==> src/rtl/ips_timing_regs.vh <==
// Purpose: timing constants and encodings for the input power-up sequencer
// Assumes: 125 MHz clock, 8 ns period
// Notes:   times kept in their printed unit, cycle counts derived here
`ifndef IPS_TIMING_REGS_VH
`define IPS_TIMING_REGS_VH

`define IPS_CLK_MHZ          125
`define IPS_POORSRC_MS       30
`define IPS_POORSRC_RETRY_S  2
`define IPS_DEB_MS           15
`define IPS_BIAS_DLY_MS      220
`define IPS_DCD_ON_MS        13
`define IPS_DCD_WAIT_MS      500
`define IPS_DET_MS           40

`define IPS_MS_CYC(ms)       ((ms) * 1000 * `IPS_CLK_MHZ)
`define IPS_S_CYC(s)         ((s) * 1000 * 1000 * `IPS_CLK_MHZ)

// adapter type codes
`define IPS_TYPE_NONE        4'h0
`define IPS_TYPE_SDP         4'h1
`define IPS_TYPE_CDP         4'h2
`define IPS_TYPE_DCP         4'h3
`define IPS_TYPE_DIV1        4'h4
`define IPS_TYPE_DIV2        4'h5
`define IPS_TYPE_DIV3        4'h6
`define IPS_TYPE_DIV4        4'h7
`define IPS_TYPE_UNKNOWN     4'h8

// input current limit codes, in units of 100 mA
`define IPS_LIM_SDP          6'h05
`define IPS_LIM_CDP          6'h0F
`define IPS_LIM_DCP          6'h18
`define IPS_LIM_DIV1         6'h15
`define IPS_LIM_DIV2         6'h14
`define IPS_LIM_DIV3         6'h0A
`define IPS_LIM_DIV4         6'h18
`define IPS_LIM_PIN          6'h00

// divider window bits: [0] 1.2 V, [1] 2.0 V, [2] 2.8 V
`define IPS_WIN_1P2          2'd0
`define IPS_WIN_2P0          2'd1
`define IPS_WIN_2P8          2'd2

`endif

==> src/rtl/ips_timer.v <==
// Purpose: loadable down-counting timer with expiry pulse
// Assumes: start pulse reloads, clear stops
// Notes:   done is a one-cycle pulse when the count reaches its end
`timescale 1ns/1ns
`default_nettype none
module ips_timer #(
  parameter W = 32
) (
  // clock and reset
  input  wire         clk,
  input  wire         rst,
  // control
  input  wire         start,
  input  wire         clear,
  input  wire [W-1:0] load,
  // status
  output reg          busy,
  output reg          done
);
  reg [W-1:0] cnt_r; // cycles left

  // count down while busy, pulse done at the last cycle
  always @(posedge clk) begin
    if (rst || clear) begin
      cnt_r <= {W{1'b0}};
      busy  <= 1'b0;
      done  <= 1'b0;
    end else if (start) begin
      cnt_r <= load;
      busy  <= 1'b1;
      done  <= 1'b0;
    end else if (busy) begin
      if (cnt_r <= {{(W-1){1'b0}}, 1'b1}) begin
        busy <= 1'b0;
        done <= 1'b1;
      end else begin
        cnt_r <= cnt_r - {{(W-1){1'b0}}, 1'b1};
        done  <= 1'b0;
      end
    end else begin
      done <= 1'b0;
    end
  end
endmodule
`default_nettype wire

==> src/rtl/ips_classify.v <==
// Purpose: map adapter type and divider windows to current limit code
// Assumes: window inputs are comparator levels, synchronous to clk
// Notes:   purely combinational
`timescale 1ns/1ns
`default_nettype none
`include "ips_timing_regs.vh"
module ips_classify (
  // divider window comparators, one bit per window
  input  wire [2:0] dp_win,
  input  wire [2:0] dm_win,
  // result of standard detection
  input  wire [3:0] std_type,
  // outputs
  output reg  [3:0] div_type,
  output reg  [5:0] lim_code
);
  // divider window decode
  always @* begin
    if (dp_win[`IPS_WIN_2P8] && dm_win[`IPS_WIN_2P0])
      div_type = `IPS_TYPE_DIV1;
    else if (dp_win[`IPS_WIN_1P2] && dm_win[`IPS_WIN_1P2])
      div_type = `IPS_TYPE_DIV2;
    else if (dp_win[`IPS_WIN_2P0] && dm_win[`IPS_WIN_2P8])
      div_type = `IPS_TYPE_DIV3;
    else if (dp_win[`IPS_WIN_2P8] && dm_win[`IPS_WIN_2P8])
      div_type = `IPS_TYPE_DIV4;
    else
      div_type = `IPS_TYPE_UNKNOWN;
  end

  // type to limit table
  always @* begin
    case (std_type)
      `IPS_TYPE_SDP:  lim_code = `IPS_LIM_SDP;
      `IPS_TYPE_CDP:  lim_code = `IPS_LIM_CDP;
      `IPS_TYPE_DCP:  lim_code = `IPS_LIM_DCP;
      `IPS_TYPE_DIV1: lim_code = `IPS_LIM_DIV1;
      `IPS_TYPE_DIV2: lim_code = `IPS_LIM_DIV2;
      `IPS_TYPE_DIV3: lim_code = `IPS_LIM_DIV3;
      `IPS_TYPE_DIV4: lim_code = `IPS_LIM_DIV4;
      default:        lim_code = `IPS_LIM_PIN;
    endcase
  end
endmodule
`default_nettype wire

==> src/rtl/ips_sequencer.v <==
// Purpose: power-up sequencer for input source and battery-only start
// Assumes: all comparator inputs are synchronous levels to clk
// Notes:   surge path is combinational so switches drop at once
`timescale 1ns/1ns
`default_nettype none
`include "ips_timing_regs.vh"
module ips_sequencer #(
  parameter [31:0] DEB_CYC   = `IPS_MS_CYC(`IPS_DEB_MS),
  parameter [31:0] BIAS_CYC  = `IPS_MS_CYC(`IPS_BIAS_DLY_MS),
  parameter [31:0] POOR_CYC  = `IPS_MS_CYC(`IPS_POORSRC_MS),
  parameter [31:0] RETRY_CYC = `IPS_S_CYC(`IPS_POORSRC_RETRY_S),
  parameter [31:0] DCDON_CYC = `IPS_MS_CYC(`IPS_DCD_ON_MS),
  parameter [31:0] DCDW_CYC  = `IPS_MS_CYC(`IPS_DCD_WAIT_MS),
  parameter [31:0] DET_CYC   = `IPS_MS_CYC(`IPS_DET_MS)
) (
  // clock and reset
  input  wire       clk,
  input  wire       rst,
  // supply comparators
  input  wire       input_uvlo_release,
  input  wire       battery_uvlo_release,
  input  wire       battery_depletion_release,
  input  wire       adapter_present,
  input  wire       adapter_overvoltage,
  input  wire       sleep_exit_margin,
  input  wire       input_surge,
  input  wire       discharge_overcurrent,
  input  wire       poor_source_ok,
  // modes
  input  wire       boost_mode,
  input  wire       high_impedance_mode,
  // data line comparators
  input  wire       dp_low,
  input  wire       dm_below_ref,
  input  wire       dp_below_ref,
  input  wire [2:0] dp_win,
  input  wire [2:0] dm_win,
  // switch and bias controls
  output wire       bias_active,
  output reg        battery_switch,
  output wire       input_protect_switch,
  output reg        bias_regulator,
  output reg        poor_source_test_load,
  output wire       converter_en,
  output reg        input_source_good,
  // data line drivers
  output reg        dp_cur_src,
  output reg        dm_pulldown,
  output reg        dp_volt_src,
  output reg        dm_cur_sink,
  output reg        dm_volt_src,
  output reg        dp_cur_sink,
  // results
  output reg  [3:0] adapter_type,
  output reg  [5:0] input_current_limit,
  output reg        input_voltage_limit_set
);
  // sequence states
  localparam [3:0] S_IDLE   = 4'h0; // no valid input
  localparam [3:0] S_DEB    = 4'h1; // protection switch debounce
  localparam [3:0] S_BIAS   = 4'h2; // bias regulator delay
  localparam [3:0] S_POOR   = 4'h3; // test load applied
  localparam [3:0] S_RETRY  = 4'h4; // wait before retry
  localparam [3:0] S_DCD    = 4'h5; // contact detection
  localparam [3:0] S_PRI    = 4'h6; // primary detection
  localparam [3:0] S_SEC    = 4'h7; // secondary detection
  localparam [3:0] S_VLIM   = 4'h8; // voltage limit step
  localparam [3:0] S_RUN    = 4'h9; // converter running

  reg  [3:0]  state_r;      // current state
  reg  [3:0]  state_nxt;    // next state
  reg         acsw_r;       // protection switch held on
  reg         conv_r;       // converter enable held
  reg         ocp_lock_r;   // battery switch latched open
  reg         plug_d_r;     // previous adapter window level
  reg  [3:0]  std_type_r;   // detected type
  reg         tmr_start;    // timer reload
  reg  [31:0] tmr_load;     // timer reload value
  reg         dcd_seen_r;   // contact seen in dcd phase
  wire        tmr_busy;     // timer running
  wire        tmr_done;     // timer expiry pulse
  wire [3:0]  div_type;     // divider classification
  wire [5:0]  lim_code;     // limit for latched type

  // adapter voltage inside present and overvoltage window
  wire in_window = adapter_present && !adapter_overvoltage;
  wire plug_rise = in_window && !plug_d_r;

  // bias mode condition: buck needs switch and margin, boost the opposite
  wire bias_cond = input_uvlo_release && !high_impedance_mode &&
                   (boost_mode ? !sleep_exit_margin
                               : (acsw_r && sleep_exit_margin));

  // comparators and battery switch driver alive on either rail
  assign bias_active = input_uvlo_release ||
                       battery_uvlo_release;

  // surge drops both switches combinationally
  assign input_protect_switch = acsw_r && !input_surge;
  assign converter_en         = conv_r && !input_surge;

  // shared phase timer
  ips_timer #(.W(32)) u_tmr (
    .clk   (clk),
    .rst   (rst),
    .start (tmr_start),
    .clear (1'b0),
    .load  (tmr_load),
    .busy  (tmr_busy),
    .done  (tmr_done)
  );

  // classification and limit lookup
  ips_classify u_cls (
    .dp_win   (dp_win),
    .dm_win   (dm_win),
    .std_type (std_type_r),
    .div_type (div_type),
    .lim_code (lim_code)
  );

  // next state and timer loads
  always @* begin
    state_nxt = state_r;
    tmr_start = 1'b0;
    tmr_load  = 32'h0000_0000;
    if (!in_window || input_surge) begin
      state_nxt = S_IDLE; // source gone or surge: restart
    end else begin
      case (state_r)
        S_IDLE: begin
          state_nxt = S_DEB;
          tmr_start = 1'b1;
          tmr_load  = DEB_CYC;
        end
        S_DEB: begin
          if (tmr_done) begin
            state_nxt = S_BIAS;
          end
        end
        S_BIAS: begin
          if (!bias_cond) begin
            tmr_start = 1'b1; // hold off until conditions stand
            tmr_load  = BIAS_CYC;
          end else if (!tmr_busy && !tmr_done) begin
            tmr_start = 1'b1;
            tmr_load  = BIAS_CYC;
          end else if (tmr_done) begin
            state_nxt = S_POOR;
            tmr_start = 1'b1;
            tmr_load  = POOR_CYC;
          end
        end
        S_POOR: begin
          if (tmr_done) begin
            tmr_start = 1'b1;
            if (poor_source_ok) begin
              state_nxt = S_DCD;
              tmr_load  = DCDW_CYC;
            end else begin
              state_nxt = S_RETRY;
              tmr_load  = RETRY_CYC;
            end
          end
        end
        S_RETRY: begin
          if (tmr_done) begin
            state_nxt = S_POOR;
            tmr_start = 1'b1;
            tmr_load  = POOR_CYC;
          end
        end
        S_DCD: begin
          if (dcd_seen_r) begin
            state_nxt = S_PRI;
            tmr_start = 1'b1;
            tmr_load  = DET_CYC;
          end else if (tmr_done) begin
            state_nxt = S_VLIM;
          end
        end
        S_PRI: begin
          if (tmr_done) begin
            if (dm_below_ref) begin
              state_nxt = S_VLIM; // standard host
            end else begin
              state_nxt = S_SEC;
              tmr_start = 1'b1;
              tmr_load  = DET_CYC;
            end
          end
        end
        S_SEC: begin
          if (tmr_done) begin
            state_nxt = S_VLIM;
          end
        end
        S_VLIM: begin
          state_nxt = S_RUN;
        end
        S_RUN: begin
          state_nxt = S_RUN;
        end
        default: begin
          state_nxt = S_IDLE;
        end
      endcase
    end
  end

  // state, switches and detection results
  always @(posedge clk) begin
    if (rst) begin
      state_r               <= S_IDLE;
      acsw_r                <= 1'b0;
      conv_r                <= 1'b0;
      plug_d_r              <= 1'b0;
      std_type_r            <= `IPS_TYPE_NONE;
      dcd_seen_r            <= 1'b0;
      bias_regulator        <= 1'b0;
      poor_source_test_load <= 1'b0;
      input_source_good     <= 1'b0;
      dp_cur_src            <= 1'b0;
      dm_pulldown           <= 1'b0;
      dp_volt_src           <= 1'b0;
      dm_cur_sink           <= 1'b0;
      dm_volt_src           <= 1'b0;
      dp_cur_sink           <= 1'b0;
      adapter_type          <= `IPS_TYPE_NONE;
      input_current_limit   <= `IPS_LIM_PIN;
      input_voltage_limit_set <= 1'b0;
    end else begin
      state_r  <= state_nxt;
      plug_d_r <= in_window;
      // protection switch closes after debounce, opens on surge
      if (state_nxt == S_IDLE || state_nxt == S_DEB)
        acsw_r <= 1'b0;
      else
        acsw_r <= 1'b1;
      // bias regulator only once delay passed in the right mode
      bias_regulator <= bias_cond &&
        (state_nxt >= S_POOR);
      // test load only during the check window
      poor_source_test_load <= (state_nxt == S_POOR);
      // qualification outcome
      if (state_nxt == S_IDLE)
        input_source_good <= 1'b0;
      else if (state_r == S_POOR && tmr_done && poor_source_ok)
        input_source_good <= 1'b1;
      // converter only after the whole sequence
      conv_r <= (state_nxt == S_RUN);
      input_voltage_limit_set <= (state_nxt == S_VLIM) ||
                                 (state_nxt == S_RUN);
      // contact phase drivers, held on from the first busy cycle until contact detection ends
      if (state_r == S_DCD && tmr_busy &&
          (DCDW_CYC - DCDON_CYC) > 32'h0) begin
        dp_cur_src  <= 1'b1;
        dm_pulldown <= 1'b1;
      end
      if (state_nxt != S_DCD) begin
        dp_cur_src  <= 1'b0;
        dm_pulldown <= 1'b0;
      end
      // contact seen when D+ pulled low while the source is on
      if (state_nxt != S_DCD)
        dcd_seen_r <= 1'b0;
      else if (dp_cur_src && dp_low)
        dcd_seen_r <= 1'b1;
      // primary and secondary drivers follow their states
      dp_volt_src <= (state_nxt == S_PRI);
      dm_cur_sink <= (state_nxt == S_PRI);
      dm_volt_src <= (state_nxt == S_SEC);
      dp_cur_sink <= (state_nxt == S_SEC);
      // capture type on leaving DCD for VLIM, PRI as host, or SEC; cleared on plug-in
      if (plug_rise) begin
        std_type_r <= `IPS_TYPE_NONE;
      end else if (state_r == S_DCD && state_nxt == S_VLIM) begin
        std_type_r <= div_type;
      end else if (state_r == S_PRI && tmr_done && dm_below_ref) begin
        std_type_r <= `IPS_TYPE_SDP;
      end else if (state_r == S_SEC && tmr_done) begin
        std_type_r <= dp_below_ref ? `IPS_TYPE_CDP
                                   : `IPS_TYPE_DCP;
      end
      // publish limit once the voltage limit step is reached
      if (state_r == S_VLIM) begin
        adapter_type        <= std_type_r;
        input_current_limit <= lim_code;
      end
    end
  end

  // battery switch: feeds system while bias active and battery not depleted, unless overcurrent latch set
  always @(posedge clk) begin
    if (rst) begin
      ocp_lock_r     <= 1'b0;
      battery_switch <= 1'b0;
    end else begin
      if (discharge_overcurrent)
        ocp_lock_r <= 1'b1;
      else if (plug_rise)
        ocp_lock_r <= 1'b0;
      battery_switch <= bias_active && battery_depletion_release &&
                        !discharge_overcurrent &&
                        !ocp_lock_r;
    end
  end
endmodule
`default_nettype wire

==> config.mk <==
export PLATFORM = sky130hd
export DESIGN_NAME = ips_sequencer
export DESIGN_NICKNAME = d
export VERILOG_FILES = /design/src/rtl/ips_timer.v /design/src/rtl/ips_classify.v /design/src/rtl/ips_sequencer.v
export VERILOG_INCLUDE_DIRS = /design/src /design/src/rtl
export SDC_FILE = /design/constraint.sdc
export NUM_CORES = 1
export LEC_CHECK = 0
export ABC_AREA = 1
export BUFFER_PORTS_ARGS = -buffer_cell sky130_fd_sc_hd__buf_2
export CAP_MARGIN = 0
export CORE_MARGIN = 2
export CORE_UTILIZATION = 53
export CTS_CLUSTER_DIAMETER = 100
export DETAILED_ROUTE_END_ITERATION = 8
export PLACE_DENSITY_LB_ADDON = 0.25
export SETUP_SLACK_MARGIN = 0.02
export SLEW_MARGIN = 30
export SYNTH_ARGS = -nofsm -noshare
export SYNTH_HDL_FRONTEND = slang
export SYNTH_SLANG_ARGS = --single-unit
export TNS_END_PERCENT = 1
==> constraint.sdc <==
create_clock -name clk -period 1.7 [get_ports clk]
set_input_delay 0.085 -clock clk [delete_from_list [all_inputs] [get_ports clk]]
set_output_delay 0.085 -clock clk [all_outputs]
set_load 0.03 [all_outputs]
==> Flow_metrics.wiki <==
{| class="wikitable"
! Metric !! Value
|-
| Worst setup endpoint || std_type_r[3]
|-
| Leakage power total || between 2 and 3 nW
|-
| Half-perimeter wire length after placement || roughly 9 mm
|-
| Worst hold-check slack || approximately 0.037 ns
|-
| Net count of the mapped netlist || about 650
|-
| Leading cell type in the layout, fill and taps excluded || sky130_fd_sc_hd__nand2_1
|-
| GRT Overall Usage || between 20 and 30%
|-
| Starting Density || between 50% and 60%
|-
| Hold Path Class || input pin to flip-flop
|-
| Number of library cell types mapped by synthesis || 39
|-
| Worst Setup Slack, final || -0.0659 ns
|-
| Global-route wire length before repair || around 20 mm
|-
| Top achievable clock speed || 0.566 GHz
|-
| Clock input transition at the sequential cells of the worst setup and hold paths || around 0.090 ns
|-
| Power density over the cells || between 800 and 900 mW/mm²
|-
| Antenna Nets Post-Route || 0
|-
| Count of mapped cells out of synthesis || around 620
|-
| Via/cell ratio || approximately 5.5
|-
| Final hold violation count || 0
|-
| CTS H-tree lvls || 3
|-
| Die Span X || ~90 µm
|-
| Critical Path End Type || flip-flop
|-
| YS warnings || 0
|-
| Period Utilization, post-route || 104%
|-
| Setup slack at placement || -0.118 ns
|-
| Number of CTS-inserted buffers || 9
|-
| Clock latency of the later-clocked register in the worst-skew pair || around 0.35 ns
|-
| Launching instance or port of the critical path || state_r[2]
|-
| FP Rows || 31
|-
| Number of placed instances, taps included || about 840
|-
| Arrival time at the worst endpoint || 2.04 ns
|-
| Total count of max-transition violations in the final report || 0
|-
| Post-synth top area cell || sky130_fd_sc_hd__dfxtp_1
|-
| Finished Layout Cells || 860
|-
| WP data required || 1.97 ns
|-
| Maximum number of pins on one net before global-route repair || 23
|-
| Category of the worst setup path launch point || flip-flop
|-
| Share of final-layout standard cells stronger than drive strength 1 || between 30% and 40%
|-
| Worst IR drop on VDD || between 0.0006 and 0.0007 V
|-
| Total setup violations reported at the end of the flow || 17
|-
| Number of antenna violations at the first check in global routing || 0
|-
| Mapped Area || just under 0.004 mm²
|-
| Min cycle time layout || 1.77 ns
|-
| Clock tree buffer depth || 2
|-
| Aggregate global routing overflow || 0
|-
| Worst Path Max Fanout || 8
|-
| Critical path class || flip-flop to flip-flop
|-
| Area of the core || around 0.0073 mm²
|-
| Proportion of netlist area held by the largest area contributor || around a third
|-
| Clock tree from TritonCTS || built
|-
| # port buffers || 44
|-
| MaxCap Viol Count || 0
|-
| Height of the die || between 90 and 100 µm
|-
| Worst-case clock skew || around 0.012 ns
|-
| Cell at the root of the clock tree || sky130_fd_sc_hd__clkbuf_8
|-
| Area added between synthesis and finish || 35.0%
|-
| Violations in the final reports || setup timing
|-
| Number of filler instances in the final layout || ~570
|-
| Top-level I/O count || 46
|-
| Unrepaired setup endpoints after global routing || true
|-
| Reg-to-reg critical path endpoint || std_type_r[3]
|-
| Via count of the first global-routing pass || roughly 4.5k
|-
| Placer congestion estimate || 0.967
|-
| Initial DRC Count || 436
|-
| Count of antenna diodes in the layout || 0
|-
| Router iterations before antenna repair || 5
|-
| FF+latch count, synth || 64
|-
| Launch instance of the worst register-to-register path || state_r[2]
|-
| Most frequent cells in the layout || 133 x sky130_fd_sc_hd__nand2_1, 88 x sky130_fd_sc_hd__buf_4, 86 x sky130_fd_sc_hd__nor2_1
|-
| Portion of the post-synthesis area used by sequential elements || approximately a third
|-
| Run status || finished with violations
|-
| Share of the core filled with cells in the final layout || roughly three quarters
|-
| Cell depth of the worst flop-to-flop path || 11
|-
| Net count of the finished layout || 780
|-
| R2R setup slack || -0.07 ns
|-
| Detailed-route wire length per cell || about 15 µm
|-
| Post-Route WL || between 10 and 15 mm
|-
| Synth top area cells || sky130_fd_sc_hd__dfxtp_1 32%, sky130_fd_sc_hd__nand2_1 13%, sky130_fd_sc_hd__nor2_1 10%
|-
| Post-Syn Area per Cell || approximately 6.4 µm²
|-
| Overall die area || ~0.0082 mm²
|-
| Sink count of the clock tree || 64
|-
| DRC violations left || 0
|-
| Total vias in the final route || 4688
|}
==> per-stage QoR <==
| step | TNS (ns) | area (µm²) | total power, W |
|---|---|---|---|
| 2_1_floorplan | 0 | 3980 | 0.00259 |
| 3_3_place_gp | -0.184 | 4870 | 0.00308 |
| 6_report | -0.408 | 5370 | 0.00479 |
| 5_1_grt | -4.33 | 5370 | 0.00501 |
| 3_5_place_dp | -0.875 | 4870 | 0.00312 |
| 4_1_cts | 0 | 5190 | 0.00465 |
==> how the worst min path moves through the flow <==
| stage | cells past startpoint | slack, ns | endpoint | start |
|---|---|---|---|---|
| after detailed placement | 2 | 0.27 | battery_switch | discharge_overcurrent |
| after floorplan | 1 | 0.16 | state_r[0] | rst |
| after global placement | 2 | 0.27 | battery_switch | discharge_overcurrent |
| after CTS | 4 | 0.03 | std_type_r[0] | dp_below_ref |
| final | 4 | 0.04 | std_type_r[0] | dp_below_ref |
| after global routing | 4 | 0.08 | std_type_r[0] | dp_below_ref |
==> logic make-up after synthesis <==
family	count (synthesis)	synth area share, %
adders and majority gates	2	0.630
AOI/OAI and AO/OA	96	12.5
other	1	0.0944
DFF	64	32.2
buffers and inverters	90	9.92
xor gates and xnor gates	17	3.75
and+or+nand+nor	354	40.8
==> cell type report <==
class | count | area, µm² | area share, %
Multi-Input combinational cell | 470 | 2470 | 46.0
Sequential cell | 64 | 1300 | 24.2
Timing Repair Buffer | 141 | 976 | 18.2
Inverter | 70 | 270 | 5.04
Clock buffer | 9 | 124 | 2.31
Tap cell | 99 | 124 | 2.31
Clock inverter | 7 | 103 | 1.91
==> layer usage <==
| layer | wire length, µm | part of all wire [%] | vias to the layer above | global-route usage (%) |
|---|---|---|---|---|
| met4 | 416 | 3.3 | 0 | 11.0 |
| met5 | 0 | 0 | - | 0 |
| li1 | - | - | 2270 | - |
| met3 | 801 | 6.4 | 44 | 4.09 |
| met1 | 5040 | 40 | 2166 | 35.6 |
| met2 | 6250 | 50 | 208 | 52.5 |
==> power by group <==
part	internal [W]	switching [W]	leakage (nW)
clock network	0.000844	0.000685	0.111
registers	0.00157	0.0000667	0.524
logic	0.000680	0.000945	2.00
==> synth_stat cells, drive strengths merged <==
library cell / number
nand2: 143
nor2: 130
inv: 70
dfxtp: 64
o21ai: 47
a21oi: 43
nand3: 37
nand4: 18
buf: 14
xor2: 12
nor3: 11
clkbuf: 6
nand3b: 5
or2: 5
xnor2: 5
nor4: 3
a31oi: 2
and2: 2
ha: 2
a211oi: 1
conb: 1
o211a: 1
o22ai: 1
o31ai: 1
==> what timing repair did <==
action	in CTS	in global routing
hold buffers	3	0
pin swaps	8	12
gates resized for setup	19	56
gates cloned	1	0
setup endpoints to repair	40	47
buffers inserted	0	2
hold endpoints to repair	3	0
==> critical path, cell delays in order, from the launching register on <==
cell                      delay [ns]
sky130_fd_sc_hd__dfxtp_4        0.39
sky130_fd_sc_hd__inv_1          0.06
sky130_fd_sc_hd__nor2_2         0.12
sky130_fd_sc_hd__buf_4          0.14
sky130_fd_sc_hd__nand3_1        0.13
sky130_fd_sc_hd__nand2_1        0.12
sky130_fd_sc_hd__nor2_1         0.07
sky130_fd_sc_hd__nor2_2         0.18
sky130_fd_sc_hd__nand3_4        0.16
sky130_fd_sc_hd__inv_2          0.09
sky130_fd_sc_hd__nand4_1        0.08
sky130_fd_sc_hd__a21oi_1        0.14
==> sequential cells by signal (all words and copies together), names as in the netlist, 4 cells and up <==
| name | cells |
|---|---|
| adapter_type | 4 |
| state_r | 4 |
| input_current_limit | 5 |
| u_tmr.cnt_r | 32 |
| std_type_r | 4 |
(Power assumes the default switching activity.)
